**src/verilog/adc_ctrl_regs.svh**
```systemverilog
// Notes on behaviour
// - First one after select falls starts byte
// - Bits 6..4 choose the input channels
// - Bit 3: one unipolar, zero bipolar
// - Host pairs bipolar with differential input
// - Bit 2: one single-ended, zero differential
// - Bit 1: one operational, zero power-down
// - Bit 0: one serial clock, zero internal
// - Eight-input single-ended channel mapping
// - Eight-input differential pair and polarity
// - Four-input single-ended mapping, low select ignored
// - Four-input differential pairs, low select ignored
// - Unipolar negative difference gives code zero
// - Host sends full byte before each conversion
// - Strobe high two periods before MSB
// - Input held high: ten clocks per conversion
// - Data, and the strobe in external clock mode, change on falling edges
// - Host allows at least 1 us acquisition
// - Input sampled on rising edges, select low
// - Track after sixth bit, hold after eighth
// - Internal mode: strobe low while converting
`ifndef ADC_CTRL_REGS_SVH
`define ADC_CTRL_REGS_SVH
// control byte field positions
`define CTRL_START_POS 7
`define CTRL_SEL_HI_POS 6
`define CTRL_SEL_MID_POS 5
`define CTRL_SEL_LO_POS 4
`define CTRL_CODING_POS 3
`define CTRL_CONFIG_POS 2
`define CTRL_POWER_POS 1
`define CTRL_CLKSRC_POS 0
// power-on settings: internal clock, operational
`define CTRL_RESET 8'h02
// timing
`define CORE_PERIOD_NS 4
`define ACQ_TIME_NS 1000
`define ACQ_SCLK_HALF ((`ACQ_TIME_NS + 4 * `CORE_PERIOD_NS - 1) / (4 * `CORE_PERIOD_NS))
`define INT_CONV_NS 25000
`define INT_CONV_CYC (`INT_CONV_NS / `CORE_PERIOD_NS)
// serial frame counts
`define TRACK_BIT_CNT 4'h6
`define LAST_BIT_CNT 4'h7
`define CTRL_BITS 5'h08
`define CAPTURE_FIRST 5'h0B
`define CAPTURE_LAST 5'h12
`define FRAME_CLOCKS 5'h18
`endif

```
**src/verilog/adc_ctrl_pkg.sv**
```systemverilog
`default_nettype none
package adc_ctrl_pkg;
	// serial framer of the converter end
	typedef enum logic [1:0] {FR_HUNT = 2'b00, FR_CTRL = 2'b01, FR_WAIT = 2'b11} fr_state_t;
	// result path of the converter end
	typedef enum logic [2:0] {
		OUT_IDLE = 3'b000, OUT_STROBE = 3'b001, OUT_CONV = 3'b011, OUT_LEAD = 3'b010
	} out_state_t;
	// sequencer of the host end
	typedef enum logic [1:0] {H_IDLE = 2'b00, H_RUN = 2'b01, H_WAIT = 2'b11} host_state_t;
endpackage : adc_ctrl_pkg
`default_nettype wire

```
**src/verilog/adc_link.sv**
```systemverilog
`default_nettype none
interface adc_link;
	logic cs_n;
	logic sclk;
	logic din;
	logic dout;
	logic dout_oe;
	logic strb;
	logic strb_oe;
	logic dout_line;
	logic strb_line;
	// undriven lines read low, as a weak pull-down would leave them
	assign dout_line = dout_oe & dout;
	assign strb_line = strb_oe & strb;
	modport dev (input cs_n, input sclk, input din, output dout, output dout_oe, output strb, output strb_oe);
	modport host (output cs_n, output sclk, output din, input dout_line, input strb_line);
endinterface : adc_link
`default_nettype wire

```
**src/verilog/pin_sync.sv**
```systemverilog
`default_nettype none
module pin_sync #(
	parameter int W = 1,
	parameter logic [W-1:0] INIT = '0
) (
	// clock and reset
	input wire logic CORE_CLK,
	input wire logic RSTN,
	// pins in, settled levels out
	input wire logic [W-1:0] d,
	output logic [W-1:0] q
);
	logic [W-1:0] s1_ff;
	logic [W-1:0] s2_ff;
	logic [W-1:0] s3_ff;
	logic [W-1:0] q_ff;
	logic [W-1:0] nxt_q;

	////////////////////////////////////////////////////////////////////////
	// a level counts only once stages two and three agree, masking one-cycle glitches
	genvar i;
	for (i = 0; i < W; i++) begin : g_bit
		always_comb begin
			nxt_q[i] = (s2_ff[i] == s3_ff[i]) ? s3_ff[i] : q_ff[i];
		end
	end

	// stage one feeds stage two only
	always_ff @(posedge CORE_CLK or negedge RSTN) begin
		if (!RSTN) begin
			s1_ff <= INIT;
			s2_ff <= INIT;
			s3_ff <= INIT;
			q_ff <= INIT;
		end else begin
			s1_ff <= d;
			s2_ff <= s1_ff;
			s3_ff <= s2_ff;
			q_ff <= nxt_q;
		end
	end

	assign q = q_ff;
endmodule : pin_sync
`default_nettype wire

```
**src/verilog/adc_ctrl_dev.sv**
```systemverilog
`include "adc_ctrl_regs.svh"
`default_nettype none
module adc_ctrl_dev import adc_ctrl_pkg::*; #(
	parameter logic FOUR_INPUT = 1'b0,
	parameter int INT_CONV_CYCLES = `INT_CONV_CYC
) (
	// clock and reset
	input wire logic CORE_CLK,
	input wire logic RSTN,
	// serial link
	adc_link.dev LINK,
	// sampled analog levels
	input wire logic [7:0][7:0] ANALOG_IN,
	input wire logic [7:0] COMMON_LEVEL,
	// decoded settings
	output logic [2:0] POS_CHAN,
	output logic [2:0] NEG_CHAN,
	output logic NEG_COMMON,
	output logic UNIPOLAR,
	output logic POWER_UP,
	output logic EXT_CLOCK,
	// track/hold and result
	output logic TRACKING,
	output logic [7:0] RESULT_CODE
);
	localparam int TW = $clog2(INT_CONV_CYCLES + 1);

	logic cs_q;
	logic sclk_q;
	logic din_q;
	logic cs_prev_ff;
	logic sclk_prev_ff;
	logic sclk_rise;
	logic sclk_fall;
	logic cs_fall;
	logic cs_rise;
	fr_state_t fr_ff, nxt_fr;
	out_state_t out_ff, nxt_out;
	logic [3:0] cnt_ff, nxt_cnt;
	logic [7:0] in_sh_ff, nxt_in_sh;
	logic [7:0] cfg_ff, nxt_cfg;
	logic [6:0] map_ff, nxt_map;
	logic pend_ff, nxt_pend;
	logic track_ff, nxt_track;
	logic sub_ff, nxt_sub;
	logic [7:0] out_sh_ff, nxt_out_sh;
	logic [7:0] code_ff, nxt_code;
	logic dout_ff, nxt_dout;
	logic strb_ff, nxt_strb;
	logic [TW-1:0] timer_ff, nxt_timer;

	////////////////////////////////////////////////////////////////////////
	// channel decode: {pos, neg, neg_is_common} from select bits
	function automatic logic [6:0] chan_map(input logic [2:0] sel, input logic single, input logic four);
		logic [2:0] pos;
		logic [2:0] neg;
		pos = 3'h0;
		neg = 3'h0;
		if (four) begin
			pos = {1'b0, sel[1], sel[2]};
			neg = {1'b0, sel[1], ~sel[2]};
		end else if (single) begin
			pos = {sel[1], sel[0], sel[2]};
		end else begin
			pos = {sel[1], sel[0], sel[2]};
			neg = {sel[1], sel[0], ~sel[2]};
		end
		return {pos, neg, single};
	endfunction : chan_map

	////////////////////////////////////////////////////////////////////////
	// pins come from the host's domain, so all three pass the settling synchroniser
	pin_sync #(.W(3), .INIT(3'h4)) u_sync (
		.CORE_CLK(CORE_CLK),
		.RSTN(RSTN),
		.d({LINK.cs_n, LINK.sclk, LINK.din}),
		.q({cs_q, sclk_q, din_q})
	);

	// edges of the settled link levels
	always_comb begin
		sclk_rise = sclk_q & ~sclk_prev_ff;
		sclk_fall = ~sclk_q & sclk_prev_ff;
		cs_fall = ~cs_q & cs_prev_ff;
		cs_rise = cs_q & ~cs_prev_ff;
	end

	////////////////////////////////////////////////////////////////////////
	// framer and result sequencer next state
	always_comb begin
		logic [7:0] pv;
		logic [7:0] nv;
		logic [8:0] diff;
		pv = ANALOG_IN[map_ff[6:4]];
		nv = map_ff[0] ? COMMON_LEVEL : ANALOG_IN[map_ff[3:1]];
		diff = {1'b0, pv} - {1'b0, nv};
		nxt_fr = fr_ff;
		nxt_out = out_ff;
		nxt_cnt = cnt_ff;
		nxt_in_sh = in_sh_ff;
		nxt_cfg = cfg_ff;
		nxt_map = map_ff;
		nxt_pend = pend_ff;
		nxt_track = track_ff;
		nxt_sub = sub_ff;
		nxt_out_sh = out_sh_ff;
		nxt_code = code_ff;
		nxt_dout = dout_ff;
		nxt_strb = strb_ff;
		nxt_timer = timer_ff;
		// internal conversion runs off the core clock and ignores select
		if (out_ff == OUT_CONV) begin
			if (timer_ff == '0) begin
				nxt_strb = 1'b1;
				nxt_out = OUT_LEAD;
				nxt_sub = 1'b0;
			end else begin
				nxt_timer = timer_ff - TW'(1);
			end
		end
		if (cs_fall && cfg_ff[`CTRL_CLKSRC_POS]) begin
			nxt_strb = 1'b0;
		end
		if (cs_rise) begin
			// a select toggle aborts a frame; an internal conversion keeps going
			nxt_fr = FR_HUNT;
			nxt_cnt = 4'h0;
			nxt_pend = 1'b0;
			nxt_track = 1'b0;
			if (cfg_ff[`CTRL_CLKSRC_POS]) begin
				nxt_strb = 1'b0;
				if (out_ff != OUT_IDLE) begin
					nxt_out = OUT_IDLE;
				end
			end
		end else if (!cs_q) begin
			// input bits only on rising edges while selected
			if (sclk_rise) begin
				case (fr_ff)
					FR_HUNT: begin
						if (din_q) begin
							nxt_fr = FR_CTRL;
							nxt_in_sh = 8'h01;
							nxt_cnt = 4'h1;
						end
					end
					FR_CTRL: begin
						nxt_in_sh = {in_sh_ff[6:0], din_q};
						nxt_cnt = cnt_ff + 4'h1;
						if (cnt_ff == `LAST_BIT_CNT) begin
							// settings stand until the next full byte
							nxt_cfg = {in_sh_ff[6:0], din_q};
							nxt_map = chan_map(in_sh_ff[5:3], in_sh_ff[1], FOUR_INPUT);
							nxt_pend = 1'b1;
							nxt_fr = FR_WAIT;
							nxt_cnt = 4'h0;
						end
					end
					default: begin
					end
				endcase
			end
			// outputs only move on falling edges
			if (sclk_fall) begin
				if (fr_ff == FR_CTRL && cnt_ff == `TRACK_BIT_CNT) begin
					nxt_track = 1'b1;
				end
				if (pend_ff) begin
					// hold and start converting
					nxt_track = 1'b0;
					nxt_pend = 1'b0;
					nxt_sub = 1'b0;
					nxt_dout = 1'b0;
					if (cfg_ff[`CTRL_CODING_POS]) begin
						nxt_out_sh = diff[8] ? 8'h00 : diff[7:0];
					end else begin
						nxt_out_sh = diff[8:1];
					end
					nxt_code = nxt_out_sh;
					if (cfg_ff[`CTRL_CLKSRC_POS]) begin
						nxt_strb = 1'b1;
						nxt_out = OUT_STROBE;
					end else begin
						nxt_strb = 1'b0;
						nxt_out = OUT_CONV;
						nxt_timer = TW'(INT_CONV_CYCLES - 1);
					end
				end else begin
					case (out_ff)
						OUT_STROBE, OUT_LEAD: begin
							if (!sub_ff) begin
								nxt_sub = 1'b1;
							end else begin
								// second edge: MSB out, strobe drops in OUT_STROBE only, framer rearms
								if (out_ff == OUT_STROBE) begin
									nxt_strb = 1'b0;
								end
								nxt_dout = out_sh_ff[7];
								nxt_out_sh = {out_sh_ff[6:0], 1'b0};
								nxt_out = OUT_IDLE;
								if (fr_ff == FR_WAIT) begin
									nxt_fr = FR_HUNT;
								end
							end
						end
						OUT_IDLE: begin
							// remaining bits then zeros
							nxt_dout = out_sh_ff[7];
							nxt_out_sh = {out_sh_ff[6:0], 1'b0};
						end
						default: begin
						end
					endcase
				end
			end
		end
	end

	// state registers; power-on comes up in internal clock mode with strobe high
	always_ff @(posedge CORE_CLK or negedge RSTN) begin
		if (!RSTN) begin
			cs_prev_ff <= 1'b1;
			sclk_prev_ff <= 1'b0;
			fr_ff <= FR_HUNT;
			out_ff <= OUT_IDLE;
			cnt_ff <= 4'h0;
			in_sh_ff <= 8'h00;
			cfg_ff <= `CTRL_RESET;
			map_ff <= 7'h01;
			pend_ff <= 1'b0;
			track_ff <= 1'b0;
			sub_ff <= 1'b0;
			out_sh_ff <= 8'h00;
			code_ff <= 8'h00;
			dout_ff <= 1'b0;
			strb_ff <= 1'b1;
			timer_ff <= '0;
		end else begin
			cs_prev_ff <= cs_q;
			sclk_prev_ff <= sclk_q;
			fr_ff <= nxt_fr;
			out_ff <= nxt_out;
			cnt_ff <= nxt_cnt;
			in_sh_ff <= nxt_in_sh;
			cfg_ff <= nxt_cfg;
			map_ff <= nxt_map;
			pend_ff <= nxt_pend;
			track_ff <= nxt_track;
			sub_ff <= nxt_sub;
			out_sh_ff <= nxt_out_sh;
			code_ff <= nxt_code;
			dout_ff <= nxt_dout;
			strb_ff <= nxt_strb;
			timer_ff <= nxt_timer;
		end
	end

	////////////////////////////////////////////////////////////////////////
	// link drive: data floats when deselected, strobe floats only when deselected in external mode
	assign LINK.dout = dout_ff;
	assign LINK.dout_oe = ~cs_q;
	assign LINK.strb = strb_ff;
	assign LINK.strb_oe = ~cs_q | ~cfg_ff[`CTRL_CLKSRC_POS];

	// decoded settings
	assign POS_CHAN = map_ff[6:4];
	assign NEG_CHAN = map_ff[3:1];
	assign NEG_COMMON = map_ff[0];
	assign UNIPOLAR = cfg_ff[`CTRL_CODING_POS];
	assign POWER_UP = cfg_ff[`CTRL_POWER_POS];
	assign EXT_CLOCK = cfg_ff[`CTRL_CLKSRC_POS];
	assign TRACKING = track_ff;
	assign RESULT_CODE = code_ff;
endmodule : adc_ctrl_dev
`default_nettype wire

```
**src/flat_wrapper.sv**
```systemverilog
// flat-port wrapper written by rule: the top's interface ports become plain ports
module adc_ctrl_dev_flat import adc_ctrl_pkg::*;
#(
	parameter logic FOUR_INPUT = 1'b0,
	parameter int INT_CONV_CYCLES = `INT_CONV_CYC
)
  (CORE_CLK, RSTN, ANALOG_IN, COMMON_LEVEL, POS_CHAN, NEG_CHAN, NEG_COMMON, UNIPOLAR, POWER_UP, EXT_CLOCK, TRACKING, RESULT_CODE, LINK_cs_n, LINK_sclk, LINK_din, LINK_dout, LINK_dout_oe, LINK_strb, LINK_strb_oe);
  adc_link LINK_i ();
  input wire logic CORE_CLK;
  input wire logic RSTN;
  input wire logic [7:0][7:0] ANALOG_IN;
  input wire logic [7:0] COMMON_LEVEL;
  output logic [2:0] POS_CHAN;
  output logic [2:0] NEG_CHAN;
  output logic NEG_COMMON;
  output logic UNIPOLAR;
  output logic POWER_UP;
  output logic EXT_CLOCK;
  output logic TRACKING;
  output logic [7:0] RESULT_CODE;
  input wire logic [$bits(LINK_i.cs_n)-1:0] LINK_cs_n;
  input wire logic [$bits(LINK_i.sclk)-1:0] LINK_sclk;
  input wire logic [$bits(LINK_i.din)-1:0] LINK_din;
  output wire logic [$bits(LINK_i.dout)-1:0] LINK_dout;
  output wire logic [$bits(LINK_i.dout_oe)-1:0] LINK_dout_oe;
  output wire logic [$bits(LINK_i.strb)-1:0] LINK_strb;
  output wire logic [$bits(LINK_i.strb_oe)-1:0] LINK_strb_oe;
  assign LINK_i.cs_n = LINK_cs_n;
  assign LINK_i.sclk = LINK_sclk;
  assign LINK_i.din = LINK_din;
  assign LINK_dout = LINK_i.dout;
  assign LINK_dout_oe = LINK_i.dout_oe;
  assign LINK_strb = LINK_i.strb;
  assign LINK_strb_oe = LINK_i.strb_oe;
  adc_ctrl_dev #(.FOUR_INPUT(FOUR_INPUT), .INT_CONV_CYCLES(INT_CONV_CYCLES)) u_core (.CORE_CLK(CORE_CLK), .RSTN(RSTN), .LINK(LINK_i), .ANALOG_IN(ANALOG_IN), .COMMON_LEVEL(COMMON_LEVEL), .POS_CHAN(POS_CHAN), .NEG_CHAN(NEG_CHAN), .NEG_COMMON(NEG_COMMON), .UNIPOLAR(UNIPOLAR), .POWER_UP(POWER_UP), .EXT_CLOCK(EXT_CLOCK), .TRACKING(TRACKING), .RESULT_CODE(RESULT_CODE));
endmodule
```
**config.mk**
```make
export PLATFORM = sky130hd
export DESIGN_NAME = adc_ctrl_dev_flat
export DESIGN_NICKNAME = d
export VERILOG_FILES = /design/src/verilog/adc_ctrl_pkg.sv /design/src/verilog/adc_link.sv /design/src/verilog/pin_sync.sv /design/src/verilog/adc_ctrl_dev.sv /design/src/flat_wrapper.sv
export VERILOG_INCLUDE_DIRS = /design/src /design/src/verilog
export SDC_FILE = /design/constraint.sdc
export NUM_CORES = 1
export LEC_CHECK = 0
export BUFFER_PORTS_ARGS = -buffer_cell sky130_fd_sc_hd__buf_2
export CAP_MARGIN = 0
export CORE_ASPECT_RATIO = 2
export CORE_MARGIN = 2
export CORE_UTILIZATION = 60
export DETAILED_ROUTE_END_ITERATION = 8
export GPL_ROUTABILITY_DRIVEN = 1
export PLACE_DENSITY = 0.95
export SYNTH_ARGS = -nofsm -noshare
export SYNTH_HDL_FRONTEND = slang
export SYNTH_SLANG_ARGS = --single-unit
```
**constraint.sdc**
```tcl
create_clock -name CORE_CLK -period 8.4 [get_ports CORE_CLK]
set_input_delay 0.42 -clock CORE_CLK [delete_from_list [all_inputs] [get_ports CORE_CLK]]
set_output_delay 0.42 -clock CORE_CLK [all_outputs]
set_load 0.01 [all_outputs]
```
==> results by group, run 1 <==
Global routing
  • Pin count of the biggest net entering global routing: between 70 and 80
  • Grt ovf: 0
  • First-pass GRT wire length: ~21000 µm
  • GRT Total Usage: about a third
  • Vias in the first global route: around 4.4k
  • Antenna violations before repair: 0

Synth
  • Synth cell types: 65
  • Synth top cells by count: 65 x dfrtp_1, 46 x nor2_1, 39 x nand2_1
  • Sequential fraction of the synthesis area: roughly 39%
  • Synth top area share: approximately 35%
  • Async S/R FF share, synth: 100%
  • Ys Warns: 0
  • Top cells by area, synth: dfrtp_1 35%, mux4_2 15%, dfstp_2 4.5%
  • Synth Flop Type: dfrtp_1
  • Synth Instances: between 400 and 500
  • Synth Area per Inst: between 10 and 15 µm²
  • Yosys reg bits: 73
  • Syn nets: around 530
  • Synth Cell Area: around 4700 µm²
  • Post-synth EDFFs: 0
  • Count leader, synth: dfrtp_1
  • Post-synth top area cell: dfrtp_1

Placement
  • HPWL after DPL: 9480 µm
  • Routability Congestion: around 0.96
  • Dpl cells: just over 600
  • Port Buffers: 99
  • Dpl cell area: 5190 µm²

Floorplanning
  • Core area: around 7600 µm²
  • Io pins: 100
  • Die Width: approximately 67 µm
  • Die Area: around 8600 µm²
  • Row count: 45
  • Die height: between 100 and 150 µm
  • Initial core utilization: between 60% and 70%

Critical path
  • Worst Path Arrival: between 4 and 5 ns
  • Reg-to-Reg Start: u_core.map_ff[1]$_DFFE_PN0P_
  • R2r worst-path depth: 10
  • Reg-to-reg endpoint: u_core.RESULT_CODE[6]$_DFFE_PN0P_
  • Crit start category: register
  • Reg2Reg Setup Slack: about 4.2 ns
  • Req. time, crit path: roughly 8.6 ns
  • Setup Crit Path Kind: reg2reg
  • Crit-path max FO: 18
  • Worst Setup End Kind: register

Final layout
  • Final Cell Area: ~5500 µm²
  • Filler instances: roughly 530
  • Area grow syn2layout: 16.4%
  • Nets: ~620
  • Layout cells sized above 1: between 30% and 40%
  • Ant. Diodes: 0
  • Layout Cells excl Fill: ~630

STA
  • Maximum clock rate: between 200 and 250 MHz
  • Setup_tns: 0 ns
  • Final Critical Period: ~4.2 ns
  • Unrepaired setup endpoints after global routing: no
  • Worst-Margin Slew: 1.10 ns
  • Max-slew headroom: approximately a quarter
  • Final hold vios: 0
  • Worst Skew: 0.00721 ns
  • Crit share post-route: about half
  • Final setup vio count: 0
  • Pins Over Slew Limit: 0

Power and ir drop
  • Pwr Density: approximately 170 nW/µm²
  • Leak Pwr: around 2.5 nW
  • Pint: between 0.6 and 0.7 mW
  • Reg power frac: 44.5%
  • NetSw: between 0.2 and 0.25 mW
  • Gate power share: between 10% and 20%
  • Clock power frac: 39.2%
  • Switching part of the total: between 20 and 30%
  • VDD IR max: 181 µV

Drt
  • Wire length per cell after detailed routing: 21.0 µm
  • DRC viols: 0
  • Post-DRT Antenna Nets: 0
  • Starting DRT DRC Count: just over 300
  • Via count: around 4.3k
  • Initial DRT Pass Iterations: 5
  • Final wirelength: about 13000 µm
  • Drt via density: 6.85

CTS
  • # Post-CTS Setup Buffers: 0
  • Clock Latency Late Sink: about 0.34 ns
  • Bufs on Longest Clock Path: 2
  • TritonCTS Buffers: 9
  • CTS H-Tree Depth: 3
  • CTS tree: yes
  • CTS clk-pin slew, worst paths: roughly 0.060 ns
  • Post-cts repair resize count: 0
  • Post-CTS Hold Fix Bufs: 0
  • CTS Sinks: between 70 and 80
  • CTS root buf: clkbuf_16

Worst hold path
  • Worst hold path depth: 1
  • Worst Hold Path EP: u_core.u_sync.s1_ff[2]$_DFF_PN1_
  • Hold Path Origin: LINK_cs_n
  • HP Class: in2reg

Run
  • Max Cap Violations: 0

Outcome
  • Status: finished clean
## layout by cell type, fill, tap and decap left out, types with 10 or more instances in the layout
cell type	n
nor2_1	46
nand3_1	20
o21ai_0	24
ha_1	13
a21oi_1	24
mux4_2	32
dfrtp_1	65
mux2_2	12
buf_2	99
inv_1	10
nand2_1	39
xor2_1	12
## layer usage
metal | share of wire, % | GRT usage [%] | vias to the layer above | routed length (µm)
met5 | 0 | 0 | - | 0
met4 | 7.5 | 26.1 | 0 | 985
met3 | 9.4 | 10.2 | 88 | 1240
met2 | 51 | 53.7 | 309 | 6740
met1 | 32 | 33.1 | 2061 | 4200
li1 | - | - | 1837 | -
## worst max-delay path, cell delays in order, from the launching register on
cell and delay [ns]:
dfrtp_1 1.00, mux4_2 0.59, mux2i_1 0.43, o21a_1 0.20
inv_1 0.07, fa_1 0.42, nand2b_1 0.18, a211oi_1 0.46
o21ai_0 0.27, a41oi_1 0.34, a21oi_1 0.13
## final cells by class
| cell class | count | area, µm² | share of cell area, % |
|---|---|---|---|
| clock buffer | 14 | 264 | 4.83 |
| tap | 94 | 118 | 2.15 |
| inverter | 11 | 41.3 | 0.755 |
| multi-input combinational | 333 | 2690 | 49.2 |
| timing repair buffer | 100 | 503 | 9.20 |
| sequential | 73 | 1840 | 33.6 |
| clock inverter | 2 | 12.5 | 0.229 |
## registers in the layout (all words and copies together) (netlist names), 4 cells and up
signal and flops:
u_core.map_ff 7, u_core.timer_ff 13, u_core.cnt_ff 4, u_core.out_sh_ff 8, u_core.in_sh_ff 6, u_core.RESULT_CODE 8
## worst max-delay path by stage
stage	from	slack (ns)	depth (start not counted)	to
floorplan	u_core.map_ff[1]$_DFFE_PN0P_	4.99	12	u_core.RESULT_CODE[5]$_DFFE_PN0P_
global placement	u_core.map_ff[1]$_DFFE_PN0P_	4.58	10	u_core.out_sh_ff[2]$_DFFE_PN0P_
detailed placement	u_core.map_ff[1]$_DFFE_PN0P_	4.43	10	u_core.out_sh_ff[6]$_DFFE_PN0P_
CTS	u_core.map_ff[1]$_DFFE_PN0P_	4.37	10	u_core.out_sh_ff[5]$_DFFE_PN0P_
global route	u_core.map_ff[1]$_DFFE_PN0P_	3.85	10	u_core.out_sh_ff[4]$_DFFE_PN0P_
finish	u_core.map_ff[1]$_DFFE_PN0P_	4.17	10	u_core.RESULT_CODE[6]$_DFFE_PN0P_
## power groups by stage
stage,Clock [mW],Sequential [mW],Combinational (mW)
after floorplan,0,0.399,0.0879
after global placement,0,0.405,0.131
after detailed placement,0,0.405,0.141
after CTS,0.356,0.400,0.143
after global routing,0.372,0.405,0.161
final,0.354,0.402,0.147
## cell families after synthesis
family / Yosys count / share of synthesized area (%)
xor+xnor: 14 / 2.61
simple gates: 154 / 16.6
compound gates: 92 / 12.6
buf+inv: 36 / 3.60
mux: 55 / 20.8
fa+ha+maj: 18 / 4.77
flops: 73 / 39.1
## stage by stage
stage | power (mW) | hold WS, ns | setup slack (ns) | utilization (%)
5_1_grt | 0.938 | 0.178 | 3.85 | 71.9
3_3_place_gp | 0.536 | 0.332 | 4.58 | 68.3
2_1_floorplan | 0.487 | 0.124 | 4.99 | -
3_5_place_dp | 0.546 | 0.340 | 4.43 | 68.3
4_1_cts | 0.899 | 0.182 | 4.37 | 71.9
6_report | 0.902 | 0.182 | 4.17 | 71.9
No activity file was read; power rests on OpenSTA's default activity.
==> run 2: changes to the inputs <==
Settings changed: CORE_UTILIZATION 60 to 50, PLACE_DENSITY 0.95 to 0.86.
Clock period 8.4 ns to 3.5 ns, I/O delays scaled along.
==> run 2 against run 1 <==
Final cell count rose by 3.7%. First-iteration DRC count decreased by 17%. Maximum frequency increased by 29%. Clock skew barely moved. Wire length is 8.4% lower. Critical path depth unchanged. Global-route usage shrank 8.3 points. Sequential power is 140% higher. Via count fell by 5.1%. Critical path type unchanged. Largest power group unchanged. Highest routed layer unchanged.
==> results by group, run 2 (same netlist as run 1, synthesis figures left out) <==
Final layout
  • Layout Cells excl Fill: 650
  • Most frequent cells in the layout: 99 x buf_2, 65 x dfrtp_1, 46 x nor2_1, 39 x nand2_1, 32 x mux4_2
  • Final Cell Area: ~5600 µm²
  • Nets: around 630
  • Filler instances: 716
  • Multi-input gate area: between 2000 and 3000 µm²
  • Area grow syn2layout: 19.7%
  • Layout cells sized above 1: around a third
  • Reg area: roughly 1800 µm²
  • Largest Register: u_core.timer_ff
  • Most common cell after layout, fill and taps aside: buf_2
  • Ant. Diodes: 0
  • Largest register FFs: 13
  • Final Util: roughly three fifths

Floorplanning
  • Row count: 50
  • Die height: around 140 µm
  • Core area: between 9000 and 10000 µm²
  • Io pins: 100
  • Die Width: 72.5 µm
  • Initial core utilization: 50.7%
  • Die Area: just over 10000 µm²

CTS
  • Clock Latency Late Sink: roughly 0.34 ns
  • TritonCTS Buffers: 9
  • Bufs on Longest Clock Path: 2
  • CTS clk-pin slew, worst paths: roughly 0.06 ns
  • CTS Sinks: 73
  • CTS tree: yes
  • CTS H-Tree Depth: 3
  • CTS root buf: clkbuf_16

Drt
  • Starting DRT DRC Count: between 200 and 300
  • Final wirelength: 12100 µm
  • Initial DRT Pass Iterations: 7
  • Wire length per cell after detailed routing: about 19 µm
  • Drt via density: ~6.3
  • DRC viols: 0
  • Post-DRT Antenna Nets: 0
  • Via count: 4074

Global routing
  • GRT Total Usage: approximately 24%
  • Antenna violations before repair: 0
  • Pin count of the biggest net entering global routing: 56
  • Grt ovf: 0
  • First-pass GRT wire length: about 19000 µm
  • Vias in the first global route: approximately 4.2k

STA
  • Maximum clock rate: between 300 and 400 MHz
  • Final hold vios: 0
  • Worst Skew: ~0.0067 ns
  • Unrepaired setup endpoints after global routing: yes
  • Final setup vio count: 0
  • Final Critical Period: 3.28 ns
  • Pins Over Slew Limit: 0
  • Worst-Margin Slew: 1.11 ns
  • Crit share post-route: between 90% and 100%
  • Max-slew headroom: about a quarter
  • Setup ws final: about 0.22 ns

Outcome
  • Status: finished clean

Critical path
  • Crit-path max FO: 7
  • Most used cell, CP: o21ai_0
  • Crit path buffers/inverters: 0
  • Crit-path cells: mux4_2, mux2i_1, o21ai_0, ha_1, fa_1, nand2b_1, a211oi_2, o311a_1, a32oi_1, o21ai_0
  • Slowest CP cell: mux4_2
  • Worst path max stage delay: 0.52 ns
  • Crit start category: register
  • Setup Crit Path Kind: reg2reg
  • Cell family with most CP delay: compound AO/OA/AOI/OAI gates
  • Req. time, crit path: ~3.7 ns
  • Worst Path Arrival: 3.52 ns
  • Worst Setup End Kind: register

Placement
  • Routability Congestion: approximately 0.9
  • HPWL after DPL: slightly above 9000 µm
  • Dpl cells: 630
  • Place WS: 0.141 ns
  • Dpl cell area: 5270 µm²
  • Port Buffers: 99

Run
  • Max Cap Violations: 0

Power and ir drop
  • Total power: between 2 and 2.5 mW
  • Leak Pwr: 2.53 nW
  • Pwr Density: 398 nW/µm²
  • VDD IR max: about 300 µV

Worst hold path
  • HP Class: in2async
==> run 2: changes by cell type in the layout (fill, tap and decap cells not counted), sizes merged <==
| cell | before | now |
|---|---|---|
| clkinvlp | 1 | 3 |
| buf | 100 | 109 |
| inv | 10 | 11 |
| clkbuf | 14 | 10 |
| bufinv | 0 | 1 |
| dlygate4sd3 | 0 | 4 |
==> run 2: area by class of cell <==
class	count	share of cell area (%)
clock buffer	10	4.25
clock inverter	6	1.18
inverter	11	0.735
multi-input combinational	333	48.0
sequential	73	32.7
tap	104	2.32
timing repair buffer	113	10.9
==> run 2: layer usage <==
metal,up-vias,global-route usage [%],routed length [µm]
li1,1860,-,-
met1,1999,23.3,3960
met2,168,45.2,6840
met3,47,4.86,664
met4,0,14.7,593
met5,-,0,0
==> run 2: path summary, 6_finish.rpt <==
path,from,endpoint,slack (ns),cells past startpoint
max,u_core.map_ff[1]$_DFFE_PN0P_,u_core.RESULT_CODE[4]$_DFFE_PN0P_,0.22,10
min,RSTN,u_core.timer_ff[3]$_DFF_PN0_,0.31,2
max reg2reg,u_core.map_ff[1]$_DFFE_PN0P_,u_core.RESULT_CODE[4]$_DFFE_PN0P_,0.22,10
min reg2reg,u_core.u_sync.s1_ff[0]$_DFF_PN0_,u_core.u_sync.s2_ff[0]$_DFF_PN0_,0.36,0
max in group asynchronous,RSTN,u_core.cnt_ff[1]$_DFFE_PN0P_,2.16,3
min in group CORE_CLK,u_core.u_sync.s1_ff[0]$_DFF_PN0_,u_core.u_sync.s2_ff[0]$_DFF_PN0_,0.36,0
==> run 2: per-stage QoR <==
stage | hold WS [ns] | TNS, ns
after global routing | 0.340 | -0.00186
after global placement | 0.127 | 0
after detailed placement | 0.139 | 0
final | 0.308 | 0
after floorplan | -0.121 | 0
after CTS | 0.315 | 0
==> run 2: worst reg2reg max path: cells and delay by family, from the launching register on <==
kind	cells	cell delay (ns)
AO/OA/AOI/OAI	5	1.12
adder cells (fa/ha/maj)	2	0.62
flip-flops	1	0.43
multiplexers	2	0.84
AND/OR/NAND/NOR	1	0.19
==> run 2: power breakdown <==
| group | internal, mW | total [mW] | switching, mW |
|---|---|---|---|
| sequential | 0.906 | 0.961 | 0.0557 |
| clock | 0.572 | 0.932 | 0.360 |
| combinational | 0.161 | 0.341 | 0.180 |
| total | 1.64 | 2.23 | 0.597 |
==> run 2: timing repair <==
item	in CTS	in global routing
gates resized for setup	0	1
setup buffers	0	0
hold buffers	4	0
hold endpoints to repair	21	0
setup endpoints to repair	0	16
==> run 3: changes to the inputs <==
Settings changed: ABC_AREA set to 1, CORE_UTILIZATION 50 to 51, PLACE_DENSITY 0.86 to 0.87.
==> run 3 against run 2 <==
Total power shrank 0.91%. Synthesized area grew 8.0%. Wire length grew 11%. Flip-flop and latch count is the same. Hold slack gained 0.038 ns. Synthesized cell count grew 60%. Maximum frequency grew 5.1%. Final cell count grew 45%. Sequential share of layout area shrank 2.0 points. Via count grew 24%. Critical path depth grew 7. Critical path type unchanged. Highest routed layer unchanged.
==> results by group, run 3 <==
Outcome
  • Status: finished clean

Final layout
  • Largest Register: u_core.timer_ff
  • Largest register FFs: 13
  • Layout Cells excl Fill: between 900 and 1k
  • Layout cells sized above 1: 20.0%
  • Most common cell after layout, fill and taps aside: nand2_1
  • Ant. Diodes: 0
  • Most frequent cells in the layout: 152 x nand2_1, 99 x buf_2, 88 x inv_1, 70 x o21ai_0, 64 x dfrtp_1
  • Multi-input gate area: 2730 µm²
  • Filler instances: 907
  • Nets: 894
  • Reg area: between 1500 and 2000 µm²
  • Area grow syn2layout: 18.2%

Drt
  • DRC viols: 0
  • Via count: around 5.1k
  • Post-DRT Antenna Nets: 0
  • Drt via density: between 5 and 6
  • Final wirelength: roughly 13000 µm
  • Initial DRT Pass Iterations: 7
  • Wire length per cell after detailed routing: 14.3 µm
  • Starting DRT DRC Count: ~310

Power and ir drop
  • VDD IR max: approximately 340 µV
  • NetSw: 0.599 mW
  • Gate power share: ~15%
  • Clock power frac: approximately two fifths
  • Pint: around 1.6 mW
  • Total power: between 2 and 2.5 mW
  • Reg power frac: 43.3%
  • Pwr Density: between 300 and 400 nW/µm²
  • Leak Pwr: slightly below 3 nW
  • Switching part of the total: 27.1%

STA
  • Maximum clock rate: 321 MHz
  • Worst Skew: approximately 0.0050 ns
  • Final hold vios: 0
  • Final setup vio count: 0
  • Max-slew headroom: 55.7%
  • Final Critical Period: just over 3 ns
  • Crit share post-route: ~89%
  • Pins Over Slew Limit: 0
  • Unrepaired setup endpoints after global routing: no
  • Setup_tns: 0 ns
  • Worst-Margin Slew: 0.665 ns

Synth
  • Ys Warns: 0
  • Synth Flop Type: dfrtp_1
  • Async S/R FF share, synth: 100%
  • Sequential fraction of the synthesis area: 36.2%
  • Count leader, synth: nand2_1
  • Synth top cells by count: 152 x nand2_1, 88 x inv_1, 70 x o21ai_0
  • Synth top area share: between 30% and 40%
  • Top cells by area, synth: dfrtp_1 32%, nand2_1 11%, o21ai_0 6.9%
  • Syn nets: 800
  • Synth Area per Inst: ~7.2 µm²
  • Synth Instances: ~710
  • Post-synth EDFFs: 0
  • Post-synth top area cell: dfrtp_1
  • Synth cell types: 44
  • Yosys reg bits: 73
  • Synth Cell Area: ~5000 µm²

Critical path
  • Crit-path cells: clkinv_1, nor2_1, o21ai_0, o21ai_0, ha_1, fa_1, inv_1, nand3_1, nand2_2, nand2_1, nand2_1, nand2_2, inv_2, nand2_1, nand2_1, nand2_1, a21oi_1
  • Reg-to-reg endpoint: u_core.out_sh_ff[6]$_DFFE_PN0P_
  • Most used cell, CP: nand2_1
  • Worst Path Arrival: around 3.3 ns
  • Worst Setup End Kind: register
  • Cell family with most CP delay: simple AND/OR/NAND/NOR gates
  • Setup Crit Path Kind: reg2reg
  • Req. time, crit path: between 3 and 4 ns
  • Crit start category: register
  • Crit path buffers/inverters: 3
  • Reg2Reg Setup Slack: roughly 0.38 ns
  • Crit-path max FO: 24
  • Slowest CP cell: dfrtp_1
  • Reg-to-Reg Start: u_core.map_ff[4]$_DFFE_PN0P_
  • Worst path max stage delay: 0.74 ns
  • R2r worst-path depth: 17

Global routing
  • First-pass GRT wire length: approximately 22000 µm
  • Pin count of the biggest net entering global routing: 48
  • Antenna violations before repair: 0
  • Vias in the first global route: 4936
  • GRT Total Usage: approximately a quarter
  • Grt ovf: 0

CTS
  • TritonCTS Buffers: 9
  • CTS tree: yes
  • CTS clk-pin slew, worst paths: about 0.060 ns
  • CTS root buf: clkbuf_16
  • CTS H-Tree Depth: 3
  • Bufs on Longest Clock Path: 2
  • # Post-CTS Setup Buffers: 0
  • CTS Sinks: 73
  • Clock Latency Late Sink: 0.33 ns
  • Post-cts repair resize count: 0

Floorplanning
  • Die Area: between 10000 and 15000 µm²
  • Initial core utilization: a little over half
  • Io pins: 100
  • Die height: between 100 and 150 µm
  • Core area: roughly 9700 µm²
  • Row count: just over 50
  • Die Width: approximately 75 µm

Placement
  • Dpl cells: between 900 and 1k
  • Routability Congestion: just under 1
  • Port Buffers: 99
  • HPWL after DPL: between 9000 and 10000 µm

Worst hold path
  • HP Class: reg2reg
  • Worst hold path depth: 0
  • Hold Path Origin: u_core.u_sync.s1_ff[0]$_DFF_PN0_
  • Worst Hold Path EP: u_core.u_sync.s2_ff[0]$_DFF_PN0_

Run
  • Max Cap Violations: 0
run 3: changes by cell type after synthesis, moves of 7 or more:
| cell | before | now |
|---|---|---|
| a21oi_1 | 24 | 59 |
| inv_1 | 10 | 88 |
| mux2_2 | 12 | 0 |
| mux4_2 | 32 | 0 |
| nand2_1 | 39 | 152 |
| nand2_2 | 0 | 7 |
| nand3_1 | 20 | 52 |
| o211ai_1 | 3 | 23 |
| o21ai_0 | 24 | 70 |
| o21ai_1 | 0 | 14 |
run 3: what timing repair did:
action | 4_1_cts | 5_1_grt
hold endpoints to repair | 27 | 0
hold buffers | 4 | 0
endpoints found under the setup margin | 0 | 0
run 3: logic make-up (layout without fill, tap and decap cells):
group	count (synthesis)	after routing	share of synthesized area [%]
AOI/OAI and AO/OA	185	185	20.3
xor gates and xnor gates	8	8	1.38
adders and majority gates	17	17	4.19
buffers and inverters	126	225	9.94
DFF	73	73	36.2
muxes	8	8	1.58
and+or+nand+nor	292	292	26.4
run 3: final cells by class:
cell class | count | area share [%]
inverters | 101 | 6.41
clock inverters | 6 | 1.11
well taps | 132 | 2.75
multi-input cells | 510 | 45.5
flip-flops and latches | 73 | 30.6
clock buffers | 10 | 3.98
repair buffers | 108 | 9.56
run 3: how the worst max path moves through the flow:
stage	cells past startpoint	endpoint	from
5_1_grt	16	u_core.RESULT_CODE[4]$_DFFE_PN0P_	u_core.map_ff[4]$_DFFE_PN0P_
2_1_floorplan	19	u_core.out_sh_ff[6]$_DFFE_PN0P_	u_core.map_ff[1]$_DFFE_PN0P_
4_1_cts	17	u_core.out_sh_ff[6]$_DFFE_PN0P_	u_core.map_ff[4]$_DFFE_PN0P_
6_report	17	u_core.out_sh_ff[6]$_DFFE_PN0P_	u_core.map_ff[4]$_DFFE_PN0P_
3_5_place_dp	17	u_core.out_sh_ff[7]$_DFFE_PN0P_	u_core.map_ff[4]$_DFFE_PN0P_
3_3_place_gp	16	u_core.out_sh_ff[7]$_DFFE_PN0P_	u_core.map_ff[4]$_DFFE_PN0P_
run 3: power by group through the flow:
stage	Combinational, mW	Clock, mW	Sequential [mW]
floorplan	0.209	0	0.957
global placement	0.314	0	0.968
detailed placement	0.321	0	0.971
CTS	0.327	0.942	0.958
global route	0.377	0.984	0.966
finish	0.328	0.928	0.958
run 3: per-stage QoR:
stage                     area (µm²)  worst slack, ns  hold WS, ns  util, %
final                           6000            0.383        0.347     61.8
after CTS                       6000            0.463        0.349     61.8
after floorplan                 5070            0.860       -0.121        -
after global placement          5650            0.541        0.206     58.3
after global routing            6000           0.0537        0.358     61.8
after detailed placement        5650            0.529        0.202     58.3
run 3: metal layers:
metal / part of all wire, % / track usage [%]
met1: 36 / 27.4
met2: 55 / 47.2
met3: 5.8 / 5.14
met4: 2.4 / 11.5
met5: 0 / 0
run 3: worst reg2reg max path: cells and delay by family, from the launching register on:
family	cells	cell delay [ns]
compound gates	3	0.47
fa+ha+maj	2	0.44
buf+inv	3	0.59
flops	1	0.74
simple gates	9	0.76
